==> src/hw/srt_pkg.sv <==
// Function
// - SGI generation registers are write-only, reached by 64-bit pair transfer, CRm c12, opc1 2/0/1.
// - level-3 register-interface enable may be hard-wired read-as-one, writes ignored.
// - level-2 enable may be hard-wired only if level-3 enable is hard-wired.
// - non-secure level-1 enable may be hard-wired only if level-2 enable is hard-wired.
// - secure level-1 enable may be hard-wired only if level-3 and level-2 are hard-wired.
// - SGI, control, deactivate, priority mask and running priority registers are common registers.
// - with common trap set, non-secure level-1 common register accesses trap to level 2.
// - with deactivate trap set, non-secure level-1 deactivate writes trap to level 2.
// - with either override set, non-secure level-1 accesses go virtual; virtual SGI accesses trap.
// - otherwise common registers reachable at level 1 or 2 by route, state and override.
// - non-secure level-1 enable reads zero, ignores writes unless level-2 and level-3 enabled.
// - level-2 lower-access enable clear traps non-secure level-1 enable register accesses to level 2.
// - level-3 lower-access enable clear traps non-secure level-1 enable register accesses to level 3.
// - secure level-1 enable reads zero, ignores writes while level-3 enable is zero.
// - level-3 lower-access enable clear traps secure level-1 enable register accesses to level 3.
// - level-2 enable reads zero, ignores writes while level-3 enable is zero.
// - level-2 enable zero makes level-2 lower-access enable act as one.
// - level-3 lower-access enable clear traps level-2 enable register accesses to level 3.
// - level-3 enable zero makes level-3 lower-access enable act as one.
// - a trap to level 3 becomes undefined at current level when level 3 runs 32-bit.
`default_nettype none
package srt_pkg;
	localparam logic [3:0] CRN_C4 = 4'h4;
	localparam logic [3:0] CRN_C12 = 4'hc;
	localparam logic [3:0] CRM_C6 = 4'h6;
	localparam logic [3:0] CRM_C8 = 4'h8;
	localparam logic [3:0] CRM_C9 = 4'h9;
	localparam logic [3:0] CRM_C11 = 4'hb;
	localparam logic [3:0] CRM_C12 = 4'hc;
	localparam logic [2:0] OPC1_L1 = 3'h0;
	localparam logic [2:0] OPC1_L2 = 3'h4;
	localparam logic [2:0] OPC1_L3 = 3'h6;
	localparam logic [2:0] OPC1_SGI0 = 3'h2;
	localparam logic [2:0] OPC1_SGI1 = 3'h0;
	localparam logic [2:0] OPC1_ASGI1 = 3'h1;
	localparam logic [2:0] OPC2_PMR = 3'h0;
	localparam logic [2:0] OPC2_DIR = 3'h1;
	localparam logic [2:0] OPC2_RPR = 3'h3;
	localparam logic [2:0] OPC2_CTLR = 3'h4;
	localparam logic [2:0] OPC2_SRE = 3'h5;
	localparam logic [1:0] LVL_1 = 2'h1;
	localparam logic [1:0] LVL_2 = 2'h2;
	localparam logic [1:0] LVL_3 = 2'h3;
	localparam int SRE_BIT = 0;
	localparam int SRE_EN_BIT = 3;
	localparam logic SRE_RST = 1'b0;
	localparam logic EN_RST = 1'b0;
	localparam logic [7:0] ADDR_CFG = 8'h00;
	localparam logic [7:0] ADDR_ROUTE = 8'h04;
	localparam logic [7:0] ADDR_HYP = 8'h08;
	localparam logic [7:0] ADDR_STATUS = 8'h0c;
	localparam logic [7:0] ADDR_ENABLES = 8'h10;
	localparam int CFG_EL3_A32 = 0;
	localparam int RT_NS = 0;
	localparam int RT_FIQ = 1;
	localparam int RT_IRQ = 2;
	localparam int RT_FMO = 3;
	localparam int RT_IMO = 4;
	localparam int HY_TC = 0;
	localparam int HY_DEACTIVATE_WRITE_TRAP = 1;
	localparam logic [7:0] TRAP_CNT_MAX = 8'hff;
	typedef enum logic [3:0] {
		REG_NONE = 4'h0, REG_SGI0 = 4'h1, REG_SGI1 = 4'h2, REG_ASGI1 = 4'h3, REG_CTLR = 4'h4,
		REG_DIR = 4'h5, REG_PMR = 4'h6, REG_RPR = 4'h7, REG_SRE1 = 4'h8, REG_SRE2 = 4'h9,
		REG_SRE3 = 4'ha, REG_OTHER = 4'hb
	} srt_reg_t;
	typedef enum logic [2:0] {
		OUT_PHYS = 3'h0, OUT_VIRT = 3'h1, OUT_TRAP_L2 = 3'h2, OUT_TRAP_L3 = 3'h3, OUT_UNDEF = 3'h4
	} srt_outcome_t;
endpackage : srt_pkg
`default_nettype wire

==> src/hw/srt_access_decode.sv <==
`timescale 1ns/1ns
`default_nettype none
module srt_access_decode import srt_pkg::*; (
	input wire logic req_pair,
	input wire logic [3:0] req_crn,
	input wire logic [2:0] req_opc1,
	input wire logic [3:0] req_crm,
	input wire logic [2:0] req_opc2,
	output var srt_reg_t reg_id
);
	wire l1_c12 = !req_pair && req_crn == CRN_C12 && req_opc1 == OPC1_L1;
	wire pair_c12 = req_pair && req_crm == CRM_C12;
	// sgi registers only exist on the pair path; a single transfer there is unmapped
	wire hit_sgi0 = pair_c12 && req_opc1 == OPC1_SGI0;
	wire hit_sgi1 = pair_c12 && req_opc1 == OPC1_SGI1;
	wire hit_asgi1 = pair_c12 && req_opc1 == OPC1_ASGI1;
	wire hit_ctlr = l1_c12 && req_crm == CRM_C12 && req_opc2 == OPC2_CTLR;
	wire hit_dir = l1_c12 && req_crm == CRM_C11 && req_opc2 == OPC2_DIR;
	wire hit_rpr = l1_c12 && req_crm == CRM_C11 && req_opc2 == OPC2_RPR;
	wire hit_pmr = !req_pair && req_crn == CRN_C4 && req_opc1 == OPC1_L1 && req_crm == CRM_C6
		&& req_opc2 == OPC2_PMR;
	wire hit_sre1 = l1_c12 && req_crm == CRM_C12 && req_opc2 == OPC2_SRE;
	wire hit_sre2 = !req_pair && req_crn == CRN_C12 && req_opc1 == OPC1_L2 && req_crm == CRM_C9
		&& req_opc2 == OPC2_SRE;
	wire hit_sre3 = !req_pair && req_crn == CRN_C12 && req_opc1 == OPC1_L3 && req_crm == CRM_C12
		&& req_opc2 == OPC2_SRE;
	wire hit_other = l1_c12 && (req_crm == CRM_C8 || req_crm == CRM_C9 || req_crm == CRM_C12)
		&& !hit_ctlr && !hit_sre1;

	assign reg_id = hit_sgi0 ? REG_SGI0 :
		hit_sgi1 ? REG_SGI1 :
		hit_asgi1 ? REG_ASGI1 :
		hit_ctlr ? REG_CTLR :
		hit_dir ? REG_DIR :
		hit_rpr ? REG_RPR :
		hit_pmr ? REG_PMR :
		hit_sre1 ? REG_SRE1 :
		hit_sre2 ? REG_SRE2 :
		hit_sre3 ? REG_SRE3 :
		hit_other ? REG_OTHER : REG_NONE;
endmodule : srt_access_decode
`default_nettype wire

==> src/hw/srt_sre_bank.sv <==
`timescale 1ns/1ns
`default_nettype none
module srt_sre_bank import srt_pkg::*; #(
	parameter bit HW_L3 = 1'b0,
	parameter bit HW_L2 = 1'b0,
	parameter bit HW_L1NS = 1'b0,
	parameter bit HW_L1S = 1'b0
) (
	input wire logic sys_clk,
	input wire logic rstn,
	input wire logic wr_l3,
	input wire logic wr_l2,
	input wire logic wr_l1s,
	input wire logic wr_l1ns,
	input wire logic [31:0] wdata,
	output logic l3_sre_eff,
	output logic l3_en_q,
	output logic l3_en_eff,
	output logic l2_sre_eff,
	output logic l2_en_q,
	output logic l2_en_eff,
	output logic l1s_sre_eff,
	output logic l1ns_sre_eff
);
	logic l3_sre_reg, l3_en_reg, l2_sre_reg, l2_en_reg, l1s_sre_reg, l1ns_sre_reg;

	// an option whose prerequisite is not hard-wired is dropped rather than honoured
	wire hw3 = HW_L3;
	wire hw2 = HW_L2 && HW_L3;
	wire hw1ns = HW_L1NS && hw2;
	wire hw1s = HW_L1S && HW_L3 && HW_L2;

	assign l3_sre_eff = hw3 || l3_sre_reg;
	assign l2_sre_eff = l3_sre_eff && (hw2 || l2_sre_reg);
	assign l1s_sre_eff = l3_sre_eff && (hw1s || l1s_sre_reg);
	assign l1ns_sre_eff = l3_sre_eff && l2_sre_eff && (hw1ns || l1ns_sre_reg);
	assign l3_en_q = l3_en_reg;
	assign l2_en_q = l2_en_reg;
	assign l3_en_eff = l3_en_reg || !l3_sre_eff;
	assign l2_en_eff = l2_en_reg || !l2_sre_eff;

	// while a bit reads as zero its stored copy keeps the value it had
	wire l3_sre_we = wr_l3 && !hw3;
	wire l2_sre_we = wr_l2 && !hw2 && l3_sre_eff;
	wire l1s_sre_we = wr_l1s && !hw1s && l3_sre_eff;
	wire l1ns_sre_we = wr_l1ns && !hw1ns && l3_sre_eff && l2_sre_eff;

	always_ff @(posedge sys_clk or negedge rstn) begin
		if (!rstn) begin
			l3_sre_reg <= SRE_RST;
			l3_en_reg <= EN_RST;
			l2_sre_reg <= SRE_RST;
			l2_en_reg <= EN_RST;
			l1s_sre_reg <= SRE_RST;
			l1ns_sre_reg <= SRE_RST;
		end else begin
			if (l3_sre_we) l3_sre_reg <= wdata[SRE_BIT];
			if (wr_l3) l3_en_reg <= wdata[SRE_EN_BIT];
			if (l2_sre_we) l2_sre_reg <= wdata[SRE_BIT];
			if (wr_l2) l2_en_reg <= wdata[SRE_EN_BIT];
			if (l1s_sre_we) l1s_sre_reg <= wdata[SRE_BIT];
			if (l1ns_sre_we) l1ns_sre_reg <= wdata[SRE_BIT];
		end
	end

	AST_L2_WI: assert property (@(posedge sys_clk) disable iff (!rstn)
		(wr_l2 && !l3_sre_eff) |=> (l2_sre_reg == $past(l2_sre_reg)))
		else $error("level-2 enable took a write while level-3 enable was zero");
	AST_L1S_RAZ: assert property (@(posedge sys_clk) disable iff (!rstn)
		!l3_sre_eff |-> !l1s_sre_eff)
		else $error("secure level-1 enable not read as zero");
	AST_L2_EN_FORCED: assert property (@(posedge sys_clk) disable iff (!rstn)
		(!l2_sre_eff && !l2_en_reg) |-> l2_en_eff)
		else $error("level-2 lower enable not forced while level-2 enable zero");
	AST_L3_EN_FORCED: assert property (@(posedge sys_clk) disable iff (!rstn)
		(!l3_sre_eff && !l3_en_reg) |-> (l3_en_eff && !l2_sre_eff))
		else $error("level-3 lower enable not forced while level-3 enable zero");
	AST_L3_HARDWIRED: assert property (@(posedge sys_clk) disable iff (!rstn)
		(wr_l3 && !wdata[SRE_BIT] && HW_L3) |=> l3_sre_eff)
		else $error("hard-wired level-3 enable cleared by a write");
endmodule : srt_sre_bank
`default_nettype wire

==> src/hw/srt_trap_ctrl.sv <==
// Local design decisions: strobed register access and the register addresses.
`timescale 1ns/1ns
`default_nettype none
module srt_trap_ctrl import srt_pkg::*; #(
	parameter bit HW_L3 = 1'b0,
	parameter bit HW_L2 = 1'b0,
	parameter bit HW_L1NS = 1'b0,
	parameter bit HW_L1S = 1'b0
) (
	input wire logic sys_clk,
	input wire logic rstn,
	input wire logic [7:0] bus_addr,
	input wire logic [31:0] bus_wdata,
	input wire logic bus_wr,
	input wire logic bus_rd,
	output logic [31:0] bus_rdata,
	input wire logic req_valid,
	input wire logic req_write,
	input wire logic req_pair,
	input wire logic [1:0] req_level,
	input wire logic [3:0] req_crn,
	input wire logic [2:0] req_opc1,
	input wire logic [3:0] req_crm,
	input wire logic [2:0] req_opc2,
	input wire logic [31:0] req_wdata,
	output logic resp_valid,
	output logic [2:0] resp_outcome,
	output logic [31:0] resp_rdata
);
	function automatic logic [31:0] sre_word(input logic sre, input logic en);
		logic [31:0] w;
		w = '0;
		w[SRE_BIT] = sre;
		w[SRE_EN_BIT] = en;
		return w;
	endfunction : sre_word

	logic cfg_reg;
	logic [4:0] route_reg;
	logic [1:0] hyp_reg;
	logic [7:0] trap_cnt_reg;
	srt_outcome_t last_out_reg;
	logic [31:0] bus_rdata_reg;
	logic resp_valid_reg;
	srt_outcome_t resp_outcome_reg;
	logic [31:0] resp_rdata_reg;
	srt_reg_t reg_id;
	logic l3_sre_eff, l3_en_q, l3_en_eff, l2_sre_eff, l2_en_q, l2_en_eff, l1s_sre_eff, l1ns_sre_eff;

	srt_access_decode u_decode (
		.req_pair(req_pair),
		.req_crn(req_crn),
		.req_opc1(req_opc1),
		.req_crm(req_crm),
		.req_opc2(req_opc2),
		.reg_id(reg_id)
	);

	// routing and trap controls
	wire el3_a32 = cfg_reg;
	wire ns = route_reg[RT_NS];
	wire fiq_route = route_reg[RT_FIQ];
	wire irq_route = route_reg[RT_IRQ];
	wire fast_irq_virt_override = route_reg[RT_FMO];
	wire normal_irq_virt_override = route_reg[RT_IMO];
	wire tc = hyp_reg[HY_TC];
	wire deactivate_write_trap = hyp_reg[HY_DEACTIVATE_WRITE_TRAP];
	wire ovr = fast_irq_virt_override || normal_irq_virt_override;

	wire lvl1 = req_level == LVL_1;
	wire lvl2 = req_level == LVL_2;
	wire lvl3 = req_level == LVL_3;
	wire l1ns = lvl1 && ns;

	wire is_sgi = reg_id == REG_SGI0 || reg_id == REG_SGI1 || reg_id == REG_ASGI1;
	wire is_common = is_sgi || reg_id == REG_CTLR || reg_id == REG_DIR || reg_id == REG_PMR
		|| reg_id == REG_RPR;
	wire is_sre = reg_id == REG_SRE1 || reg_id == REG_SRE2 || reg_id == REG_SRE3;
	wire dir_wr = reg_id == REG_DIR && req_write;

	// wrong direction on a one-way register, or no register at all
	wire bad_dir = (is_sgi && !req_write) || (reg_id == REG_DIR && !req_write)
		|| (reg_id == REG_RPR && req_write) || reg_id == REG_NONE;

	// level 2 is reached only in non-secure state, so it reads the non-secure copy
	wire sre1_ns_sel = lvl2 || ns;
	wire cur_sre = lvl3 ? l3_sre_eff : lvl2 ? l2_sre_eff : ns ? l1ns_sre_eff : l1s_sre_eff;

	wire route_low = !fiq_route || !irq_route;
	wire common_ok_l1 = route_low && (!ns || !fast_irq_virt_override || !normal_irq_virt_override);
	wire common_ok_l2 = route_low && ns;

	// a 32-bit level 3 cannot take the trap, so the fault stays at the current level
	wire srt_outcome_t t3_out = el3_a32 ? OUT_UNDEF : OUT_TRAP_L3;

	wire srt_outcome_t icc_out =
		bad_dir ? OUT_UNDEF :
		!cur_sre ? OUT_UNDEF :
		lvl3 ? OUT_PHYS :
		(l1ns && is_common && tc) ? OUT_TRAP_L2 :
		(l1ns && dir_wr && deactivate_write_trap) ? OUT_TRAP_L2 :
		(l1ns && ovr && is_sgi) ? OUT_TRAP_L2 :
		(l1ns && ovr) ? OUT_VIRT :
		(is_common && lvl1 && !common_ok_l1) ? t3_out :
		(is_common && lvl2 && !common_ok_l2) ? t3_out : OUT_PHYS;

	wire srt_outcome_t sre3_out = lvl3 ? OUT_PHYS : OUT_UNDEF;
	wire srt_outcome_t sre2_out =
		lvl3 ? OUT_PHYS :
		!lvl2 ? OUT_UNDEF :
		!l3_en_eff ? t3_out : OUT_PHYS;
	wire srt_outcome_t sre1_out =
		lvl3 ? OUT_PHYS :
		(l1ns && !l2_en_eff) ? OUT_TRAP_L2 :
		(l1ns && !l3_en_eff) ? t3_out :
		(lvl1 && !ns && !l3_en_eff) ? t3_out :
		(lvl2 && !l3_en_eff) ? t3_out : OUT_PHYS;

	// enable registers are exempt from the virtual redirect
	wire srt_outcome_t outcome =
		reg_id == REG_SRE3 ? sre3_out :
		reg_id == REG_SRE2 ? sre2_out :
		reg_id == REG_SRE1 ? sre1_out : icc_out;

	wire sre_wr = req_valid && req_write && outcome == OUT_PHYS;
	wire wr_l3 = sre_wr && reg_id == REG_SRE3;
	wire wr_l2 = sre_wr && reg_id == REG_SRE2;
	wire wr_l1ns = sre_wr && reg_id == REG_SRE1 && sre1_ns_sel;
	wire wr_l1s = sre_wr && reg_id == REG_SRE1 && !sre1_ns_sel;

	srt_sre_bank #(
		.HW_L3(HW_L3),
		.HW_L2(HW_L2),
		.HW_L1NS(HW_L1NS),
		.HW_L1S(HW_L1S)
	) u_bank (
		.sys_clk(sys_clk),
		.rstn(rstn),
		.wr_l3(wr_l3),
		.wr_l2(wr_l2),
		.wr_l1s(wr_l1s),
		.wr_l1ns(wr_l1ns),
		.wdata(req_wdata),
		.l3_sre_eff(l3_sre_eff),
		.l3_en_q(l3_en_q),
		.l3_en_eff(l3_en_eff),
		.l2_sre_eff(l2_sre_eff),
		.l2_en_q(l2_en_q),
		.l2_en_eff(l2_en_eff),
		.l1s_sre_eff(l1s_sre_eff),
		.l1ns_sre_eff(l1ns_sre_eff)
	);

	// forced enable bits read back their stored value, not the forced one
	wire [31:0] sre_rdata =
		reg_id == REG_SRE3 ? sre_word(l3_sre_eff, l3_en_q) :
		reg_id == REG_SRE2 ? sre_word(l2_sre_eff, l2_en_q) :
		sre1_ns_sel ? sre_word(l1ns_sre_eff, 1'b0) : sre_word(l1s_sre_eff, 1'b0);
	// other register contents live downstream; only enable reads carry data here
	wire [31:0] resp_rdata_next = (is_sre && !req_write && outcome == OUT_PHYS) ? sre_rdata : '0;

	wire is_trap = outcome == OUT_TRAP_L2 || outcome == OUT_TRAP_L3;
	wire trap_ev = req_valid && is_trap;
	wire st_clr = bus_wr && bus_addr == ADDR_STATUS;
	wire [7:0] trap_cnt_inc = (trap_cnt_reg == TRAP_CNT_MAX) ? trap_cnt_reg : trap_cnt_reg + 8'h01;
	// a trap landing with the clear still counts
	wire [7:0] trap_cnt_next = trap_ev ? (st_clr ? 8'h01 : trap_cnt_inc) : (st_clr ? 8'h00 : trap_cnt_reg);

	wire [31:0] status_word = {16'h0000, trap_cnt_reg, 5'h00, last_out_reg};
	wire [31:0] enables_word = {26'h0000000, l1ns_sre_eff, l1s_sre_eff, l2_en_eff, l2_sre_eff,
		l3_en_eff, l3_sre_eff};
	wire [31:0] bus_rdata_next =
		!bus_rd ? 32'h00000000 :
		bus_addr == ADDR_CFG ? {31'h00000000, cfg_reg} :
		bus_addr == ADDR_ROUTE ? {27'h0000000, route_reg} :
		bus_addr == ADDR_HYP ? {30'h00000000, hyp_reg} :
		bus_addr == ADDR_STATUS ? status_word :
		bus_addr == ADDR_ENABLES ? enables_word : 32'h00000000;

	always_ff @(posedge sys_clk or negedge rstn) begin
		if (!rstn) begin
			cfg_reg <= 1'b0;
			route_reg <= 5'h00;
			hyp_reg <= 2'h0;
		end else if (bus_wr) begin
			if (bus_addr == ADDR_CFG) cfg_reg <= bus_wdata[CFG_EL3_A32];
			if (bus_addr == ADDR_ROUTE) route_reg <= bus_wdata[4:0];
			if (bus_addr == ADDR_HYP) hyp_reg <= bus_wdata[1:0];
		end
	end

	always_ff @(posedge sys_clk or negedge rstn) begin
		if (!rstn) begin
			trap_cnt_reg <= 8'h00;
			last_out_reg <= OUT_PHYS;
			bus_rdata_reg <= 32'h00000000;
		end else begin
			trap_cnt_reg <= trap_cnt_next;
			if (req_valid) last_out_reg <= outcome;
			bus_rdata_reg <= bus_rdata_next;
		end
	end

	always_ff @(posedge sys_clk or negedge rstn) begin
		if (!rstn) begin
			resp_valid_reg <= 1'b0;
			resp_outcome_reg <= OUT_PHYS;
			resp_rdata_reg <= 32'h00000000;
		end else begin
			resp_valid_reg <= req_valid;
			resp_outcome_reg <= req_valid ? outcome : OUT_PHYS;
			resp_rdata_reg <= req_valid ? resp_rdata_next : 32'h00000000;
		end
	end

	assign bus_rdata = bus_rdata_reg;
	assign resp_valid = resp_valid_reg;
	assign resp_outcome = resp_outcome_reg;
	assign resp_rdata = resp_rdata_reg;

	AST_SGI_READ_UNDEF: assert property (@(posedge sys_clk) disable iff (!rstn)
		(req_valid && is_sgi && !req_write) |=> (resp_valid && resp_outcome == OUT_UNDEF))
		else $error("read of an sgi register not refused");
	AST_COMMON_TRAP: assert property (@(posedge sys_clk) disable iff (!rstn)
		(req_valid && l1ns && is_common && tc && cur_sre && !bad_dir) |=> (resp_outcome == OUT_TRAP_L2))
		else $error("common register access not trapped to level 2");
	AST_DIR_TRAP: assert property (@(posedge sys_clk) disable iff (!rstn)
		(req_valid && l1ns && dir_wr && deactivate_write_trap && cur_sre) |=> (resp_outcome == OUT_TRAP_L2))
		else $error("deactivate write not trapped to level 2");
	AST_VIRT_REDIRECT: assert property (@(posedge sys_clk) disable iff (!rstn)
		(req_valid && l1ns && ovr && cur_sre && (reg_id == REG_OTHER || (reg_id == REG_PMR && !tc)))
		|=> (resp_valid && resp_outcome == OUT_VIRT))
		else $error("overridden access not redirected to virtual registers");
	AST_VIRT_SGI_TRAP: assert property (@(posedge sys_clk) disable iff (!rstn)
		(req_valid && l1ns && ovr && is_sgi && req_write && cur_sre) |=> (resp_outcome == OUT_TRAP_L2))
		else $error("virtual sgi access not trapped to level 2");
	AST_COMMON_ROUTE_HIGH: assert property (@(posedge sys_clk) disable iff (!rstn)
		(req_valid && lvl1 && !ns && reg_id == REG_PMR && cur_sre && fiq_route && irq_route)
		|=> (resp_outcome == ($past(el3_a32) ? OUT_UNDEF : OUT_TRAP_L3)))
		else $error("common register reached with both routes high");
	// checked on the core read path, not on the word that the bank builds
	AST_L1NS_RAZ: assert property (@(posedge sys_clk) disable iff (!rstn)
		(req_valid && reg_id == REG_SRE1 && sre1_ns_sel && !req_write && !(l3_sre_eff && l2_sre_eff))
		|=> !resp_rdata[SRE_BIT])
		else $error("non-secure level-1 enable not read as zero");
	AST_L1NS_TRAP_L2: assert property (@(posedge sys_clk) disable iff (!rstn)
		(req_valid && l1ns && reg_id == REG_SRE1 && !l2_en_eff) |=> (resp_outcome == OUT_TRAP_L2))
		else $error("non-secure level-1 enable access not trapped to level 2");
	AST_L1NS_TRAP_L3: assert property (@(posedge sys_clk) disable iff (!rstn)
		(req_valid && l1ns && reg_id == REG_SRE1 && l2_en_eff && !l3_en_eff && !el3_a32)
		|=> (resp_outcome == OUT_TRAP_L3))
		else $error("non-secure level-1 enable access not trapped to level 3");
	AST_L1S_TRAP_L3: assert property (@(posedge sys_clk) disable iff (!rstn)
		(req_valid && lvl1 && !ns && reg_id == REG_SRE1 && !l3_en_eff && !el3_a32)
		|=> (resp_outcome == OUT_TRAP_L3))
		else $error("secure level-1 enable access not trapped to level 3");
	AST_L2_TRAP_L3: assert property (@(posedge sys_clk) disable iff (!rstn)
		(req_valid && lvl2 && reg_id == REG_SRE2 && !l3_en_eff && !el3_a32) |=> (resp_outcome == OUT_TRAP_L3))
		else $error("level-2 enable access not trapped to level 3");
	AST_A32_NO_L3_TRAP: assert property (@(posedge sys_clk) disable iff (!rstn)
		(req_valid && el3_a32) |=> (resp_outcome != OUT_TRAP_L3))
		else $error("trap to a 32-bit level 3 not turned into undefined");
endmodule : srt_trap_ctrl
`default_nettype wire

==> config.mk <==
export PLATFORM = sky130hd
export DESIGN_NAME = srt_trap_ctrl
export DESIGN_NICKNAME = d
export VERILOG_FILES = /design/src/hw/srt_pkg.sv /design/src/hw/srt_access_decode.sv /design/src/hw/srt_sre_bank.sv /design/src/hw/srt_trap_ctrl.sv
export SDC_FILE = /design/constraint.sdc
export NUM_CORES = 1
export LEC_CHECK = 0
export BUFFER_PORTS_ARGS = -buffer_cell sky130_fd_sc_hd__buf_4
export CAP_MARGIN = 20
export CORE_UTILIZATION = 46
export CTS_CLUSTER_SIZE = 8
export DETAILED_ROUTE_END_ITERATION = 10
export PLACE_DENSITY = 0.77
export SKIP_CTS_REPAIR_TIMING = 1
export SLEW_MARGIN = 20
export SYNTH_ARGS = -nofsm -noshare
export SYNTH_HDL_FRONTEND = slang
export SYNTH_SLANG_ARGS = --single-unit
==> constraint.sdc <==
create_clock -name sys_clk -period 3.1 [get_ports sys_clk]
set_input_delay 0.62 -clock sys_clk [delete_from_list [all_inputs] [get_ports sys_clk]]
set_output_delay 0.62 -clock sys_clk [all_outputs]
set_load 0.005 [all_outputs]
==> metrics.yaml <==
status: "complete, no violations"
endpoint_kind: "flip-flop"
critPathMostFrequentCell: "a2111oi_0"
power.leakage_nw: 1.87
synthTopCellsByArea: "dfrtp_1 (35%), buf_4 (11%), mux2_2 (5.2%)"
seq_area_um2: 1130
mappedNetlistArea_um2: 3230
finalSetupViolCount: 0
multi_input_area_um2: 1840
grt_util_all_layers_pct: 22.2
wl_per_cell_um: 14.3
antenna_found_initial: 0
gp_congestion: 0.914
synth_top_area_share_pct: 34.9
critical_path_required_ps: 3290
grt_pass1_wl_mm: 13.2
fin_cells: 556
start_kind: "primary input"
layout-drive-gt1-share_pct: 29.6
powerDensity_nw_per_um2: 304
drv_slew: 0
arrival_ps: 3180
fin_ws_ps: 112
num_rows: 30
cts_tree: "built"
maxCapViolations: 0
largest_reg_flops: 14
skew_ps: 4.49
port_buffers: 57
drc: 0
min_path_type: "in -> async"
synthCells: 363
power.total_w: 0.00121
start_util_pct: 47.5
postSynth.asyncResetShare_pct: 100
synth_edf_count: 0
wirelength_mm: 7.93
fp.dieH_um: 85.7
ant_nets: 0
synth_cell_types: 64
gr-total-overflow: 0
dpl_cell_area_um2: 3860
yosys_warnings: 0
finalCritPeriodShare_pct: 96.4
postSynthRegisterBits: 45
clkTransAtPathRegs_ps: 80
crit_chain: "buf_4 > or4b_4 > a211o_2 > a2111oi_0 > a2111oi_0 > o211ai_1 > nor2_1 > mux2_2"
core_area_um2: 6790
grt_max_degree: 46
path_buf_inv: 1
nFillCells: 602
synth.avg_cell_area_um2: 8.89
htree_levels: 2
clock-sinks: 45
yosysTopAreaCell: "dfrtp_1"
ios: 163
max_stage_delay_ps: 560
clkLatencyLatePin_ps: 300
placed_cells: 548
vias: 3055
pre_cts_ws_ps: -117
ir_worst_vdd_mv: 0.232
postLayoutCellArea_um2: 3970
worstPathMaxFanout: 5
fmax_ghz: 0.335
place_hpwl_mm: 6.33
synth-main-ff-cell: "dfrtp_1"
hold_viol: 0
drt-initial-drc-count: 137
rsz0062_at_grt: "false"
crit_path_top_delay_cell: "or4b_4"
cts_buffers: 5
vias_per_cell: 5.49
die_x_um: 85.7
path_class: "in -> reg"
ys_seq_area_share_pct: 34.9
antennaDiodeCount: 0
fin_nets: 555
cts_root_buf: "clkbuf_8"
die_area_um2: 7350
area_delta_synth_final_pct: 23.2
slew_headroom_pct: 54.0
finalCriticalPeriod_ps: 2990
clockBufferDepth: 2
worstMarginPinSlew_ps: 683
drt_first_pass_iters: 6
grt_pass1_vias: 2860
crit_family: "compound AO/OA/AOI/OAI gates"
area by class of cell:
type | count | share of cell area, %
Clock buffer | 6 | 1.83
Clock inverter | 2 | 0.976
Inverter | 9 | 0.850
Multi-Input combinational cell | 299 | 46.3
Sequential cell | 45 | 28.3
Tap cell | 96 | 3.02
Timing Repair Buffer | 99 | 18.7
worst paths after layout:
path / startpoint / end / slack [ps] / cells past startpoint
worst max-delay path: req_opc1[0] / u_bank.l3_sre_eff / 110 / 8
worst min-delay path: rstn / trap_cnt_reg[4] / 310 / 1
worst max register to register: u_bank.l3_sre_eff / u_bank.l1s_sre_reg / 280 / 8
worst min register to register: last_out_reg[0] / last_out_reg[0] / 500 / 1
max in group asynchronous: rstn / u_bank.l2_en_q / 2420 / 1
min in group sys_clk: last_out_reg[0] / last_out_reg[0] / 500 / 1
worst register-to-register path, cell delays in order (launching register included):
cell and delay (ps):
dfrtp_1 490, nor2b_1 220, a221oi_1 350, nand4b_1 190, nand4b_1 110, a2111oi_0 390, o211ai_1 290, nor4_1 310
mux2_2 370
power breakdown:
group	internal, W	total [W]	switching [W]
clock network	0.000242	0.000441	0.000199
logic	0.0000757	0.000168	0.0000925
registers	0.000594	0.000600	0.00000682
total	0.000911	0.00121	0.000298
cells in the mapped netlist, drive strengths merged (8+ instances only):
cell type / count
buf: 50
dfrtp: 45
nand2: 26
nor2: 22
o21ai: 17
and2: 15
mux2: 15
nand3: 14
a21oi: 13
nand4: 12
inv: 9
nor2b: 9
nor3: 9
nor4: 8
layer usage:
metal,share of wire (%),vias to the layer above,global-route usage [%]
met2,49,122,37.9
met3,6.2,14,4.52
met5,0,-,0
met1,43,1478,28.9
li1,-,1441,-
met4,1.5,0,5.76
cell families after synthesis:
kind of cell / after synthesis / share of synthesized area, %
AO/OA/AOI/OAI: 82 / 18.0
adder cells (fa/ha/maj): 1 / 0.388
buffers and inverters: 66 / 13.5
flip-flops: 45 / 34.9
multiplexers: 17 / 5.86
other: 1 / 0.116
AND/OR/NAND/NOR: 151 / 27.2
per-stage QoR:
step | hold WS (ps) | TNS [ps] | utilization (%)
4_1_cts | 324 | 0 | 58.5
5_1_grt | 349 | 0 | 58.5
6_report | 307 | 0 | 58.5
3_5_place_dp | 479 | -873 | 56.9
2_1_floorplan | 324 | 0 | -
3_3_place_gp | 469 | -671 | 56.9
placed cells by master (no fill, tap or decap), types with 14 or more instances in the layout:
master	synthesis	final
o21ai_0	15	15
dfrtp_1	45	45
nand2_1	26	26
nand3_1	14	14
nor2_1	22	22
buf_4	48	99
conb_1	1	48
and2_1	14	14
mux2_2	15	15
Note: power is estimated with default switching activity, not from simulation.
